<file path="src/dsw_pkg.sv">
// shared constants and types for the drive status word builder
package dsw_pkg;

  // control word fields taken from the fieldbus master
  localparam int CW_W          = 16;
  localparam int CW_BIT_ON     = 0;
  localparam int CW_BIT_RESET  = 7;
  localparam int CW_BIT_WDOG   = 11;

  // fieldbus status word bit positions
  localparam int FS_READY_ON   = 0;
  localparam int FS_READY_RUN  = 1;
  localparam int FS_RUNNING    = 2;
  localparam int FS_FAULT      = 3;
  localparam int FS_RUN_EN     = 4;
  localparam int FS_NO_QSTOP   = 5;
  localparam int FS_BRK_AGREE  = 6;
  localparam int FS_WARNING    = 7;
  localparam int FS_IN_TOL     = 8;
  localparam int FS_FB_CTRL    = 9;
  localparam int FS_ABOVE      = 10;
  localparam int FS_CHARGE     = 14;
  localparam int FS_WD_ECHO    = 15;

  // application status word bit positions
  localparam int AS_READY      = 1;
  localparam int AS_RUNNING    = 2;
  localparam int AS_FAULT      = 3;
  localparam int AS_RUN_EN     = 6;
  localparam int AS_WARNING    = 7;
  localparam int AS_CHG_SW     = 8;
  localparam int AS_BRK_CMD    = 9;
  localparam int AS_BRK_FB     = 10;
  localparam int AS_CHG_CTRL   = 11;
  localparam int AS_RUN_REQ    = 12;

  // values after reset
  localparam logic [15:0] FS_RST = 16'h0000;
  localparam logic [15:0] AS_RST = 16'h0000;
  localparam logic [15:0] CW_RST = 16'h0000;

  // watchdog timeout setting counts in milliseconds
  localparam int CLK_PERIOD_NS = 5;
  localparam int WD_UNIT_NS    = 1000000;
  localparam int WD_TICK_CYC   = WD_UNIT_NS / CLK_PERIOD_NS;
  localparam int WD_SET_W      = 16;

  localparam int DC_W          = 16;

  // drive internal state, all on mclk
  typedef struct packed {
    logic fault;           // any fault active
    logic warning;         // any warning active
    logic run_enable_in;   // run enable input level
    logic forced_open;     // breaker forced open command
    logic quick_stop;      // quick stop command active
    logic dc_ready;        // dc link ready
    logic brk_close_cmd;   // final breaker close command
    logic brk_feedback;    // breaker feedback, 1 = closed
    logic brk_request;     // application breaker close request
    logic brk_internal;    // internal breaker close status
    logic run_state;       // in run state
    logic modulating;      // actively modulating
    logic fb_ctrl_active;  // fieldbus holds control
    logic charge_out;      // dc charging output command
    logic charge_cont;     // charging contactor commanded closed
    logic mc_run_enable;   // run enable presented to motor control
    logic mc_run_request;  // final run request to motor control
    logic start_ready;     // ready to accept start
    logic interlock;       // internal charge interlock active
  } dsw_drive_t;

  // dc link measurements and limits
  typedef struct packed {
    logic [DC_W-1:0] actual;
    logic [DC_W-1:0] reference;
    logic [DC_W-1:0] tolerance;
    logic [DC_W-1:0] threshold;
    logic [DC_W-1:0] close_limit;
    logic [DC_W-1:0] open_level;
  } dsw_dc_t;

endpackage

</file>
<file path="src/dsw_dc_cmp.sv">
// dc link voltage comparisons with registered results
module dsw_dc_cmp
  import dsw_pkg::*;
(
  input  wire logic    mclk,        // system clock
  input  wire logic    rstn,        // async reset, active low
  input  wire dsw_dc_t dc,          // measurements and limits
  input  wire logic    interlock,   // internal charge interlock
  output logic         in_tol_r,    // actual within tolerance
  output logic         above_r,     // actual above threshold
  output logic         dc_low_r,    // actual below opening level
  output logic         chg_sw_r     // charging switch closed
);
  logic [DC_W-1:0] diff;

  // magnitude of error, no sign bit needed
  assign diff = (dc.actual >= dc.reference) ?
                DC_W'(dc.actual - dc.reference) :
                DC_W'(dc.reference - dc.actual);

  always_ff @(posedge mclk or negedge rstn) begin
    if (!rstn) begin
      in_tol_r <= 1'b0;
      above_r  <= 1'b0;
      dc_low_r <= 1'b1;
    end else begin
      in_tol_r <= (diff <= dc.tolerance);
      above_r  <= (dc.actual > dc.threshold);
      dc_low_r <= (dc.actual < dc.open_level);
    end
  end

  // hysteresis between closing limit and opening level
  always_ff @(posedge mclk or negedge rstn) begin
    if (!rstn) begin
      chg_sw_r <= 1'b0;
    end else if (interlock || dc.actual < dc.open_level) begin
      chg_sw_r <= 1'b0;
    end else if (dc.actual > dc.close_limit) begin
      chg_sw_r <= 1'b1;
    end
  end
endmodule // dsw_dc_cmp

</file>
<file path="src/dsw_status.sv">
// status word builder: fieldbus and application status words
//
// What this block does
// - enabled watchdog stops toggling, drive enters fault state.
// - watchdog timeout setting zero disables watchdog supervision.
// - bit 0 set only with no fault, run enable, no forced open, no quick stop.
// - bit 1 set with control bit 0, dc ready, close command, feedback.
// - bit 2 set while in run state and modulating.
// - bit 3 set while in fault state.
// - bit 4 set when running enabled, cleared by any coast-stop cause.
// - bit 5 inverted: zero while quick stop active.
// - bit 6 reports agreement of breaker request and internal status.
// - bit 7 follows any warning, clears itself, drive keeps running.
// - bit 8 set when dc voltage within tolerance of reference.
// - bit 9 set while fieldbus holds control.
// - bit 10 set when dc voltage above configurable threshold.
// - bits 11 to 13 reserved, carry zero.
// - bit 14 follows dc charging output command.
// - bit 15 echoes last received control word bit 11.
// - application bit 1 ready for start, zero on low dc or fault.
// - application bits 2, 3, 7 give modulating, fault, warning.
// - application bit 6 mirrors run enable to motor control.
// - application bit 8 charging switch closed with hysteresis.
// - application bits 9 and 10 give breaker command and feedback.
// - application bits 11 and 12 give charge contactor and run request.
module dsw_status
  import dsw_pkg::*;
#(
  parameter int TICK_CYC = dsw_pkg::WD_TICK_CYC  // cycles per millisecond
)(
  input  wire logic                          mclk,        // 200 MHz clock
  input  wire logic                          rstn,        // async reset
  input  wire logic [dsw_pkg::CW_W-1:0]      cw,          // control word
  input  wire logic                          cw_stb,      // cw valid pulse
  input  wire logic [dsw_pkg::WD_SET_W-1:0]  wd_timeout,  // ms, 0 = off
  input  wire dsw_pkg::dsw_drive_t           drive,       // drive state
  input  wire dsw_pkg::dsw_dc_t              dc,          // dc link values
  output logic [15:0]                        fb_status,   // fieldbus word
  output logic [15:0]                        app_status,  // application word
  output logic                               fault_state, // drive faulted
  output logic                               wd_fault,    // watchdog trip
  output logic                               fb_changed,  // fb word moved
  output logic                               app_changed  // app word moved
);
  import dsw_pkg::*;

  // latched control word and derived strobes
  logic [CW_W-1:0] cw_r;
  logic            cw_seen_r;
  logic            wd_toggled;
  logic            fault_ack;

  // dc comparison results
  logic            dc_in_tol;
  logic            dc_above;
  logic            dc_low;
  logic            chg_sw;

  // watchdog expiry
  logic            wd_expired;

  // combined fault
  logic            fault_any;

  // next values of the two words
  logic [15:0]     fs_nxt;
  logic [15:0]     as_nxt;
  logic [15:0]     fs_r;
  logic [15:0]     as_r;
  logic            fb_chg_r;
  logic            app_chg_r;

  // named status terms
  logic            ready_on;
  logic            ready_run;
  logic            running;
  logic            coast_stop;
  logic            run_enabled;
  logic            no_qstop;
  logic            brk_agree;
  logic            app_ready;

  // control word capture, only on the master's strobe
  always_ff @(posedge mclk or negedge rstn) begin
    if (!rstn) begin
      cw_r <= CW_RST;
    end else if (cw_stb) begin
      cw_r <= cw;
    end
  end

  always_ff @(posedge mclk or negedge rstn) begin
    if (!rstn) begin
      cw_seen_r <= 1'b0;
    end else if (cw_stb) begin
      cw_seen_r <= 1'b1;
    end
  end

  // master toggles bit 11; a change restarts the timeout
  assign wd_toggled = cw_stb && cw_seen_r &&
                      (cw[CW_BIT_WDOG] != cw_r[CW_BIT_WDOG]);

  // positive edge of the acknowledge bit clears the watchdog trip
  assign fault_ack = cw_stb && cw[CW_BIT_RESET] && !cw_r[CW_BIT_RESET];

  dsw_wdog #(
    .TICK_CYC (TICK_CYC)
  ) u_wdog (
    .mclk      (mclk),
    .rstn      (rstn),
    .cw_stb    (cw_stb),
    .toggled   (wd_toggled),
    .timeout   (wd_timeout),
    .clear     (fault_ack),
    .expired_r (wd_expired)
  );

  dsw_dc_cmp u_dc (
    .mclk      (mclk),
    .rstn      (rstn),
    .dc        (dc),
    .interlock (drive.interlock),
    .in_tol_r  (dc_in_tol),
    .above_r   (dc_above),
    .dc_low_r  (dc_low),
    .chg_sw_r  (chg_sw)
  );

  // watchdog expiry puts the drive into its fault state
  assign fault_any = drive.fault || wd_expired;

  // fieldbus status terms
  assign ready_on = !fault_any && drive.run_enable_in &&
                    !drive.forced_open && !drive.quick_stop;

  assign ready_run = cw_r[CW_BIT_ON] && drive.dc_ready &&
                     drive.brk_close_cmd && drive.brk_feedback;

  assign running = drive.run_state && drive.modulating;

  // any one of these forces a coasting stop
  assign coast_stop = !drive.run_enable_in || drive.quick_stop ||
                      !drive.brk_feedback || !drive.brk_close_cmd ||
                      drive.forced_open;

  assign run_enabled = !coast_stop;

  assign no_qstop = !drive.quick_stop;

  // polarity taken from the bit table: one means agreement
  assign brk_agree = (drive.brk_request == drive.brk_internal);

  // application ready blocks start on low dc and on faults
  assign app_ready = drive.start_ready && !dc_low && !fault_any;

  // fieldbus status word assembly
  always_comb begin
    fs_nxt               = 16'h0000;
    fs_nxt[FS_READY_ON]  = ready_on;
    fs_nxt[FS_READY_RUN] = ready_run;
    fs_nxt[FS_RUNNING]   = running;
    fs_nxt[FS_FAULT]     = fault_any;
    fs_nxt[FS_RUN_EN]    = run_enabled;
    fs_nxt[FS_NO_QSTOP]  = no_qstop;
    fs_nxt[FS_BRK_AGREE] = brk_agree;
    fs_nxt[FS_WARNING]   = drive.warning;
    fs_nxt[FS_IN_TOL]    = dc_in_tol;
    fs_nxt[FS_FB_CTRL]   = drive.fb_ctrl_active;
    fs_nxt[FS_ABOVE]     = dc_above;
    fs_nxt[FS_CHARGE]    = drive.charge_out;
    fs_nxt[FS_WD_ECHO]   = cw_r[CW_BIT_WDOG];
  end

  // application status word assembly
  always_comb begin
    as_nxt              = 16'h0000;
    as_nxt[AS_READY]    = app_ready;
    as_nxt[AS_RUNNING]  = drive.modulating;
    as_nxt[AS_FAULT]    = fault_any;
    as_nxt[AS_RUN_EN]   = drive.mc_run_enable;
    as_nxt[AS_WARNING]  = drive.warning;
    as_nxt[AS_CHG_SW]   = chg_sw;
    as_nxt[AS_BRK_CMD]  = drive.brk_close_cmd;
    as_nxt[AS_BRK_FB]   = drive.brk_feedback;
    as_nxt[AS_CHG_CTRL] = drive.charge_cont;
    as_nxt[AS_RUN_REQ]  = drive.mc_run_request;
  end

  // registered words: warning is a plain level, no latch, no ack
  always_ff @(posedge mclk or negedge rstn) begin
    if (!rstn) begin
      fs_r <= FS_RST;
    end else begin
      fs_r <= fs_nxt;
    end
  end

  always_ff @(posedge mclk or negedge rstn) begin
    if (!rstn) begin
      as_r <= AS_RST;
    end else begin
      as_r <= as_nxt;
    end
  end

  // change pulses let a fieldbus driver send only fresh words
  always_ff @(posedge mclk or negedge rstn) begin
    if (!rstn) begin
      fb_chg_r <= 1'b0;
    end else begin
      fb_chg_r <= (fs_nxt != fs_r);
    end
  end

  always_ff @(posedge mclk or negedge rstn) begin
    if (!rstn) begin
      app_chg_r <= 1'b0;
    end else begin
      app_chg_r <= (as_nxt != as_r);
    end
  end

  assign fb_status   = fs_r;
  assign app_status  = as_r;
  assign fault_state = fs_r[FS_FAULT];
  assign wd_fault    = wd_expired;
  assign fb_changed  = fb_chg_r;
  assign app_changed = app_chg_r;

endmodule // dsw_status

</file>
<file path="src/dsw_wdog.sv">
// supervision of the master's toggling watchdog bit
module dsw_wdog
  import dsw_pkg::*;
#(
  parameter int TICK_CYC = WD_TICK_CYC  // cycles per millisecond
)(
  input  wire logic                mclk,      // system clock
  input  wire logic                rstn,      // async reset, active low
  input  wire logic                cw_stb,    // new control word taken
  input  wire logic                toggled,   // bit 11 changed
  input  wire logic [WD_SET_W-1:0] timeout,   // ms, zero disables
  input  wire logic                clear,     // fault acknowledge
  output logic                     expired_r  // watchdog fault
);
  localparam int TW = $clog2(TICK_CYC + 1);
  logic [TW-1:0]       tick_cnt_r;
  logic                tick;
  logic [WD_SET_W-1:0] ms_cnt_r;
  logic                armed_r;
  logic                enabled;

  assign enabled = (timeout != '0);
  assign tick    = (tick_cnt_r == TW'(TICK_CYC - 1));

  always_ff @(posedge mclk or negedge rstn) begin
    if (!rstn) begin
      tick_cnt_r <= '0;
    end else if (tick || toggled) begin
      tick_cnt_r <= '0;
    end else begin
      tick_cnt_r <= tick_cnt_r + 1'b1;
    end
  end

  // armed by the first word so power-up silence is not a fault
  always_ff @(posedge mclk or negedge rstn) begin
    if (!rstn) begin
      armed_r <= 1'b0;
    end else if (cw_stb) begin
      armed_r <= 1'b1;
    end
  end

  always_ff @(posedge mclk or negedge rstn) begin
    if (!rstn) begin
      ms_cnt_r <= '0;
    end else if (!enabled || toggled) begin
      ms_cnt_r <= '0;
    end else if (tick && ms_cnt_r != timeout) begin
      ms_cnt_r <= ms_cnt_r + 1'b1;
    end
  end

  // expiry wins over a same-cycle acknowledge
  always_ff @(posedge mclk or negedge rstn) begin
    if (!rstn) begin
      expired_r <= 1'b0;
    end else if (enabled && armed_r && ms_cnt_r == timeout) begin
      expired_r <= 1'b1;
    end else if (clear || !enabled) begin
      expired_r <= 1'b0;
    end
  end
endmodule // dsw_wdog
</file>
<file path="config.mk">
export PLATFORM = sky130hd
export DESIGN_NAME = dsw_status
export DESIGN_NICKNAME = d
export VERILOG_FILES = /design/src/dsw_pkg.sv /design/src/dsw_dc_cmp.sv /design/src/dsw_status.sv /design/src/dsw_wdog.sv
export SDC_FILE = /design/constraint.sdc
export NUM_CORES = 1
export LEC_CHECK = 0
export BUFFER_PORTS_ARGS = -buffer_cell sky130_fd_sc_hd__buf_4
export CORE_MARGIN = 5
export CORE_UTILIZATION = 35
export CTS_BUF_LIST = sky130_fd_sc_hd__clkbuf_8
export CTS_CLUSTER_DIAMETER = 150
export DETAILED_ROUTE_END_ITERATION = 6
export PLACE_DENSITY = 0.69
export SLEW_MARGIN = 15
export SYNTH_ARGS = -nofsm -noshare
export SYNTH_HDL_FRONTEND = slang
export SYNTH_SLANG_ARGS = --single-unit
</file>
<file path="constraint.sdc">
create_clock -name mclk -period 2.4 [get_ports mclk]
set_input_delay 0.12 -clock mclk [delete_from_list [all_inputs] [get_ports mclk]]
set_output_delay 0.12 -clock mclk [all_outputs]
set_load 0.02 [all_outputs]
</file>
### After elaboration in Yosys (flattened, before gate mapping)

Cells that the tools add are included.

* equal/unequal tests: 7
* magnitude comparators: 5
* $add $sub $neg: 4
* reductions and logical operators: 39
* muxes and demuxes: 8

Operators with widths (count)
* $mux 16: 3
* $gt 16x16->1: 2
* $sub 16x16->16: 2
* $add 18x1->18 const B: 1
* $eq 18x18->1 const B: 1
* $mux 18: 1
* $add 16x1->16 const B: 1
* $eq 16x16->1: 1
* $ge 16x16->1: 1
* $le 16x16->1: 1
* $logic_and 1x1->1: 16
* $lt 16x16->1: 1
* $ne 16x16->1: 1
* $reduce_bool 16->1: 1
* $ne 13x13->1: 1
* $logic_not 1->1: 10
* $ne 10x10->1: 1
* $logic_or 1x1->1: 9
* $reduce_bool 2->1: 3
* $mux 1: 4
* $eq 1x1->1: 1
* $ne 1x1->1: 1

* output and inout port bits: 36
* input bits: 150
* flip-flop bits (word level): 77
* word-level logic and storage cells: 76

### Longest topological paths before layout

* depth in word-level cells: 7
* depth in mapped cells: 18
* mapped depth without buffers: 17

### Hierarchy

Synthesis repeated with hierarchy kept, for this count alone.

* cells, all modules: 752
* area total of the unflattened synthesis: 6563.8 um2

Modules (own cells, without submodules)
* dsw_dc_cmp: area an instance 3275.6 um2, cells each 435, seq. area each 101.3 um2, times used 1
* dsw_wdog: area an instance 2144.6 um2, cells each 228, seq. area each 900.9 um2, times used 1
* dsw_status: area an instance 1143.6 um2, cells each 89, seq. area each 675.6 um2, times used 1

### Worst setup path before layout

OpenSTA, ideal clock, no wires.

* path kind: input to register
* start: in dc[73] in the netlist's numbering
* end: reg u_dc.in_tol_r
* path buffers: 2
* stages: 17
* data required time: 2.305 ns
* setup slack: -0.764 ns
* arrival: 3.069 ns
* setup time: 0.095 ns
* cells stage by stage: inv_1 > ha_1 > buf_2 > a21oi_1 > o211ai_1 > nand4_1 > o21ai_2 > buf_4 > mux2i_1 > xnor2_1 > ha_1 > a21o_1 > a21o_1 > a211o_1 > o211ai_1 > a21oi_1 > o31ai_1

* word-level cells in the longest chain between the ends: 3
* elaborated cells between the ends (all ways): 5
* classes of those cells: add/sub (2); order compare (2); mux (1)

RTL lines
* start, declared: line dsw_status.sv:37 `input wire dsw_pkg::dsw_dc_t dc,`
* $sub 16x16->16 (tied with other cells): line dsw_dc_cmp.sv:19 `DC_W'(dc.reference - dc.actual);`
* $mux 16 (*): line dsw_dc_cmp.sv:17 `assign diff = (dc.actual >= dc.reference) ?`
* $le 16x16->1 (*): line dsw_dc_cmp.sv:27 `in_tol_r <= (diff <= dc.tolerance);`
* end signal, assigned: line dsw_dc_cmp.sv:27
* end, declared: line dsw_dc_cmp.sv:9 `output logic in_tol_r,`

Mark *: on every way between the ends. The rest lies on a longest branch, timed or not.
A chain may end at the register's enable or synchronous reset.

### Worst setup path after layout

* start: in dc[74] in the netlist's numbering
* end: reg u_dc.in_tol_r

The elaborated chain is that of the path after synthesis.

==> run_results.csv <==
group,metric,value,unit
route,ant_nets,0,
layout,drive_gt1_share,34.0,%
setup_path,cp_max_fo,4,
floorplanning,start_util,35.2,%
timing,number_of_hold_violations_in_the_final_report,0,
timing,max_slew.worst_pin.slew,843,ps
logic_synthesis,yosys_most_used_dff,"sky130_fd_sc_hd__dfrtp_1",
clock_network,cts.sinks,66,
pwr,peakVddDrop,0.000320,V
layout,finish.net_count,1254,
timing,timing.max_slew.rel_slack,43.8,%
timing,skew,17.6,ps
clock_network,clockBufferDepth,2,
job,max_cap_viol_count,0,
timing,post-route-min-period,2690,ps
floorplanning,placement_rows,49,
logic_synthesis,ys_warn_count,0,
layout,finish.instance_area,9100,um2
logic_synthesis,synthArstFlopShare,100,%
route,route.detailed.drc,0,
timing,timing.final.ws_setup,-295,ps
grt,grt_antenna_before_repair,0,
pwr,power.density_cell_area,415,nW/um2
timing,final-max-slew-violation-count,0,
timing,achievable-frequency,0.371,GHz
route,routed_via_density,4.93,
floorplanning,die_h,144,um
route,drt_pre_antenna_iters,5,
route,vias,6119,
timing,final-setup-viol-count,1,
route,detail_route.wl_per_cell,15.3,um
layout,insertedDiodeCount,0,
setup_path,crit_path_end_kind,"flop",
placed_design,placement.cell_area,8420,um2
placed_design,place_congestion,0.901,
layout,flow.area_growth_from_synthesis,44.8,%
clock_network,clock_latency,340,ps
clock_network,clk_root_buffer_cell,"sky130_fd_sc_hd__clkbuf_8",
setup_path,worst-setup-path-type,"in -> reg",
logic_synthesis,mappedNetlistArea,6280,um2
floorplanning,die-width,144,um
hold_path,worstHoldPathType,"in -> reg",
clock_network,clock_tree.htree_level_count,3,
status,status,"complete, but fails checks",
logic_synthesis,yosysUniqueCellTypes,55,
placed_design,place.port_buffers,163,
status,violations_in_the_final_reports,"setup timing",
placed_design,place.detailed.hpwl,15700,um
clock_network,worst_setup_hold_path_clk_slew,70,ps
grt,grt.overflow.total,0,
pwr,static-leakage-power,0.00474,uW
setup_path,worstPathArrival,2940,ps
floorplanning,ioPinCount,186,
route,drt_iter0_markers,259,
logic_synthesis,synth-edff-count,0,
logic_synthesis,synth_sequential_area_ratio,26.3,%
clock_network,clock_tree_from_tritoncts,"yes",
timing,grt_setup_unrepaired,"yes",
route,aggregate_routed_wire_length,18900,um
setup_path,crit_required,2640,ps
logic_synthesis,syn-instance-count,735,
logic_synthesis,post_synth.cell_area_avg,8.55,um2
floorplanning,fp.dieArea,20700,um2
grt,number_of_global_route_vias_before_repair,6143,
floorplanning,design.core.area,17800,um2
setup_path,cp-start-kind,"input port",
timing,ratio_of_final_minimum_period_to_clock_period,112,%
grt,grt_start_max_net_pins,67,
clock_network,cts_made_buffers,9,
grt,grt_pass1_wl,29800,um
logic_synthesis,postSynthRegisterBits,66,
timing,finalSetupTns,-295,ps
grt,grt_util_all_layers,17.9,%
## final cells by class
cell class / count / area [um2]
fill: 1674 / 8740
multi-input combinational: 545 / 4330
timing repair buffer: 281 / 2210
sequential: 66 / 1650
inverter: 103 / 412
tap: 229 / 287
clock buffer: 10 / 138
clock inverter: 6 / 58.8
## registers in the layout, summed over array words and instances, names as in the netlist, 3 cells and up
signal	count
cw_r	3
u_wdog.ms_cnt_r	16
app_status	10
u_wdog.tick_cnt_r	18
fb_status	11
## cell families (layout without fill, tap and decap cells)
logic type	after synthesis	count (layout)	share of synthesized area [%]
other	1	9	0.0597
adder cells (fa/ha/maj)	98	98	19.8
buffers and inverters	132	400	9.30
multiplexers	18	18	2.93
flip-flops	66	66	26.3
AO/OA/AOI/OAI	154	154	15.4
AND/OR/NAND/NOR	194	194	16.2
XOR/XNOR	72	72	10.0
## where the power goes
part | leakage (uW) | internal, uW | total [uW] | switching (uW)
clock network | 0.0000995 | 501 | 931 | 430
logic | 0.00379 | 826 | 1590 | 767
registers | 0.000849 | 1180 | 1250 | 63.9
total | 0.00474 | 2510 | 3770 | 1260
## cells in the final DEF, fill, tap and decap left out, types with 12 or more instances in the layout
| master | synthesis | routed |
|---|---|---|
| sky130_fd_sc_hd__inv_1 | 103 | 95 |
| sky130_fd_sc_hd__nor2_1 | 42 | 42 |
| sky130_fd_sc_hd__dfrtp_1 | 65 | 65 |
| sky130_fd_sc_hd__xnor2_1 | 27 | 27 |
| sky130_fd_sc_hd__dlygate4sd3_1 | 0 | 14 |
| sky130_fd_sc_hd__ha_1 | 96 | 82 |
| sky130_fd_sc_hd__xor2_1 | 45 | 45 |
| sky130_fd_sc_hd__a21oi_1 | 52 | 44 |
| sky130_fd_sc_hd__mux2i_1 | 15 | 12 |
| sky130_fd_sc_hd__nand2_1 | 34 | 31 |
| sky130_fd_sc_hd__a21o_1 | 24 | 24 |
| sky130_fd_sc_hd__o21ai_0 | 31 | 25 |
| sky130_fd_sc_hd__buf_4 | 14 | 255 |
| sky130_fd_sc_hd__nand3_1 | 16 | 15 |
| sky130_fd_sc_hd__nand4_1 | 33 | 33 |
## metrics by stage
step	power, uW	utilization, %	hold WS (ps)	cells	worst slack (ps)
floorplan	2080	-	-176	743	-552
global placement	2690	47.2	245	1197	-683
detailed placement	2720	47.2	245	1197	-790
CTS	3740	50.0	4.94	1234	-267
global route	4030	51.0	10.5	1240	-449
finish	3770	51.0	20.5	1240	-295
## final timing paths
path                                      startpoint                 end  slack [ps]  cells after the start
min in group asynchronous                       rstn  u_wdog.ms_cnt_r[6]         420                      2
worst min register to register          u_dc.above_r       fb_status[10]         410                      0
worst max-delay path                          dc[74]       u_dc.in_tol_r        -290                     16
worst max register to register  u_wdog.tick_cnt_r[0]  u_wdog.ms_cnt_r[5]         270                      8
worst min-delay path                        drive[9]        fb_status[6]          20                      2
max in group asynchronous                       rstn        fb_status[4]        1410                      2
## worst max-delay path, stage by stage
cell	delay [ps]
sky130_fd_sc_hd__buf_6	90
sky130_fd_sc_hd__inv_8	30
sky130_fd_sc_hd__ha_4	280
sky130_fd_sc_hd__nand2_4	60
sky130_fd_sc_hd__o211ai_1	170
sky130_fd_sc_hd__nand4_1	190
sky130_fd_sc_hd__o21ai_4	270
sky130_fd_sc_hd__mux2i_1	250
sky130_fd_sc_hd__xnor2_1	150
sky130_fd_sc_hd__ha_1	260
sky130_fd_sc_hd__a21o_1	190
sky130_fd_sc_hd__a21o_1	150
sky130_fd_sc_hd__a211o_1	280
sky130_fd_sc_hd__o211ai_1	100
sky130_fd_sc_hd__a21oi_2	90
sky130_fd_sc_hd__o31ai_2	240
## Yosys cell counts, types with 5 or more instances
cell type	instances	area [um2]
sky130_fd_sc_hd__a21o_1	24	180
sky130_fd_sc_hd__a21oi_1	52	260
sky130_fd_sc_hd__buf_2	8	40.0
sky130_fd_sc_hd__buf_4	14	105
sky130_fd_sc_hd__dfrtp_1	65	1630
sky130_fd_sc_hd__ha_1	96	1200
sky130_fd_sc_hd__inv_1	103	387
sky130_fd_sc_hd__mux2i_1	15	150
sky130_fd_sc_hd__nand2_1	34	128
sky130_fd_sc_hd__nand3_1	16	80.1
sky130_fd_sc_hd__nand4_1	33	206
sky130_fd_sc_hd__nor2_1	42	158
sky130_fd_sc_hd__nor2b_1	6	37.5
sky130_fd_sc_hd__nor3_1	11	55.1
sky130_fd_sc_hd__nor4_1	10	62.6
sky130_fd_sc_hd__o211ai_1	9	67.6
sky130_fd_sc_hd__o21a_1	7	52.6
sky130_fd_sc_hd__o21ai_0	31	155
sky130_fd_sc_hd__o21bai_1	8	60.1
sky130_fd_sc_hd__or2_2	6	37.5
sky130_fd_sc_hd__or3_1	9	56.3
sky130_fd_sc_hd__or4_1	5	37.5
sky130_fd_sc_hd__xnor2_1	27	236
sky130_fd_sc_hd__xor2_1	45	394
## per-layer routing
layer	GRT usage [%]	up-vias	part of all wire (%)	routed length, um
met2	31.6	187	49	9320
met1	22.0	2812	42	7980
met4	6.05	0	2.9	552
met3	3.41	39	5.7	1070
li1	-	3081	-	-
met5	0	-	0	0
## repair_timing
| action | 4_1_cts | 5_1_grt |
|---|---|---|
| gates resized for setup | 27 | 34 |
| endpoints found under the setup margin | 1 | 1 |
| pin swaps | 22 | 29 |
| endpoints found under the hold margin | 78 | 0 |
| hold buffers | 14 | 0 |
| cloned | 0 | 0 |
| buffers inserted | 7 | 6 |
Power figures use the tool's default switching activity.
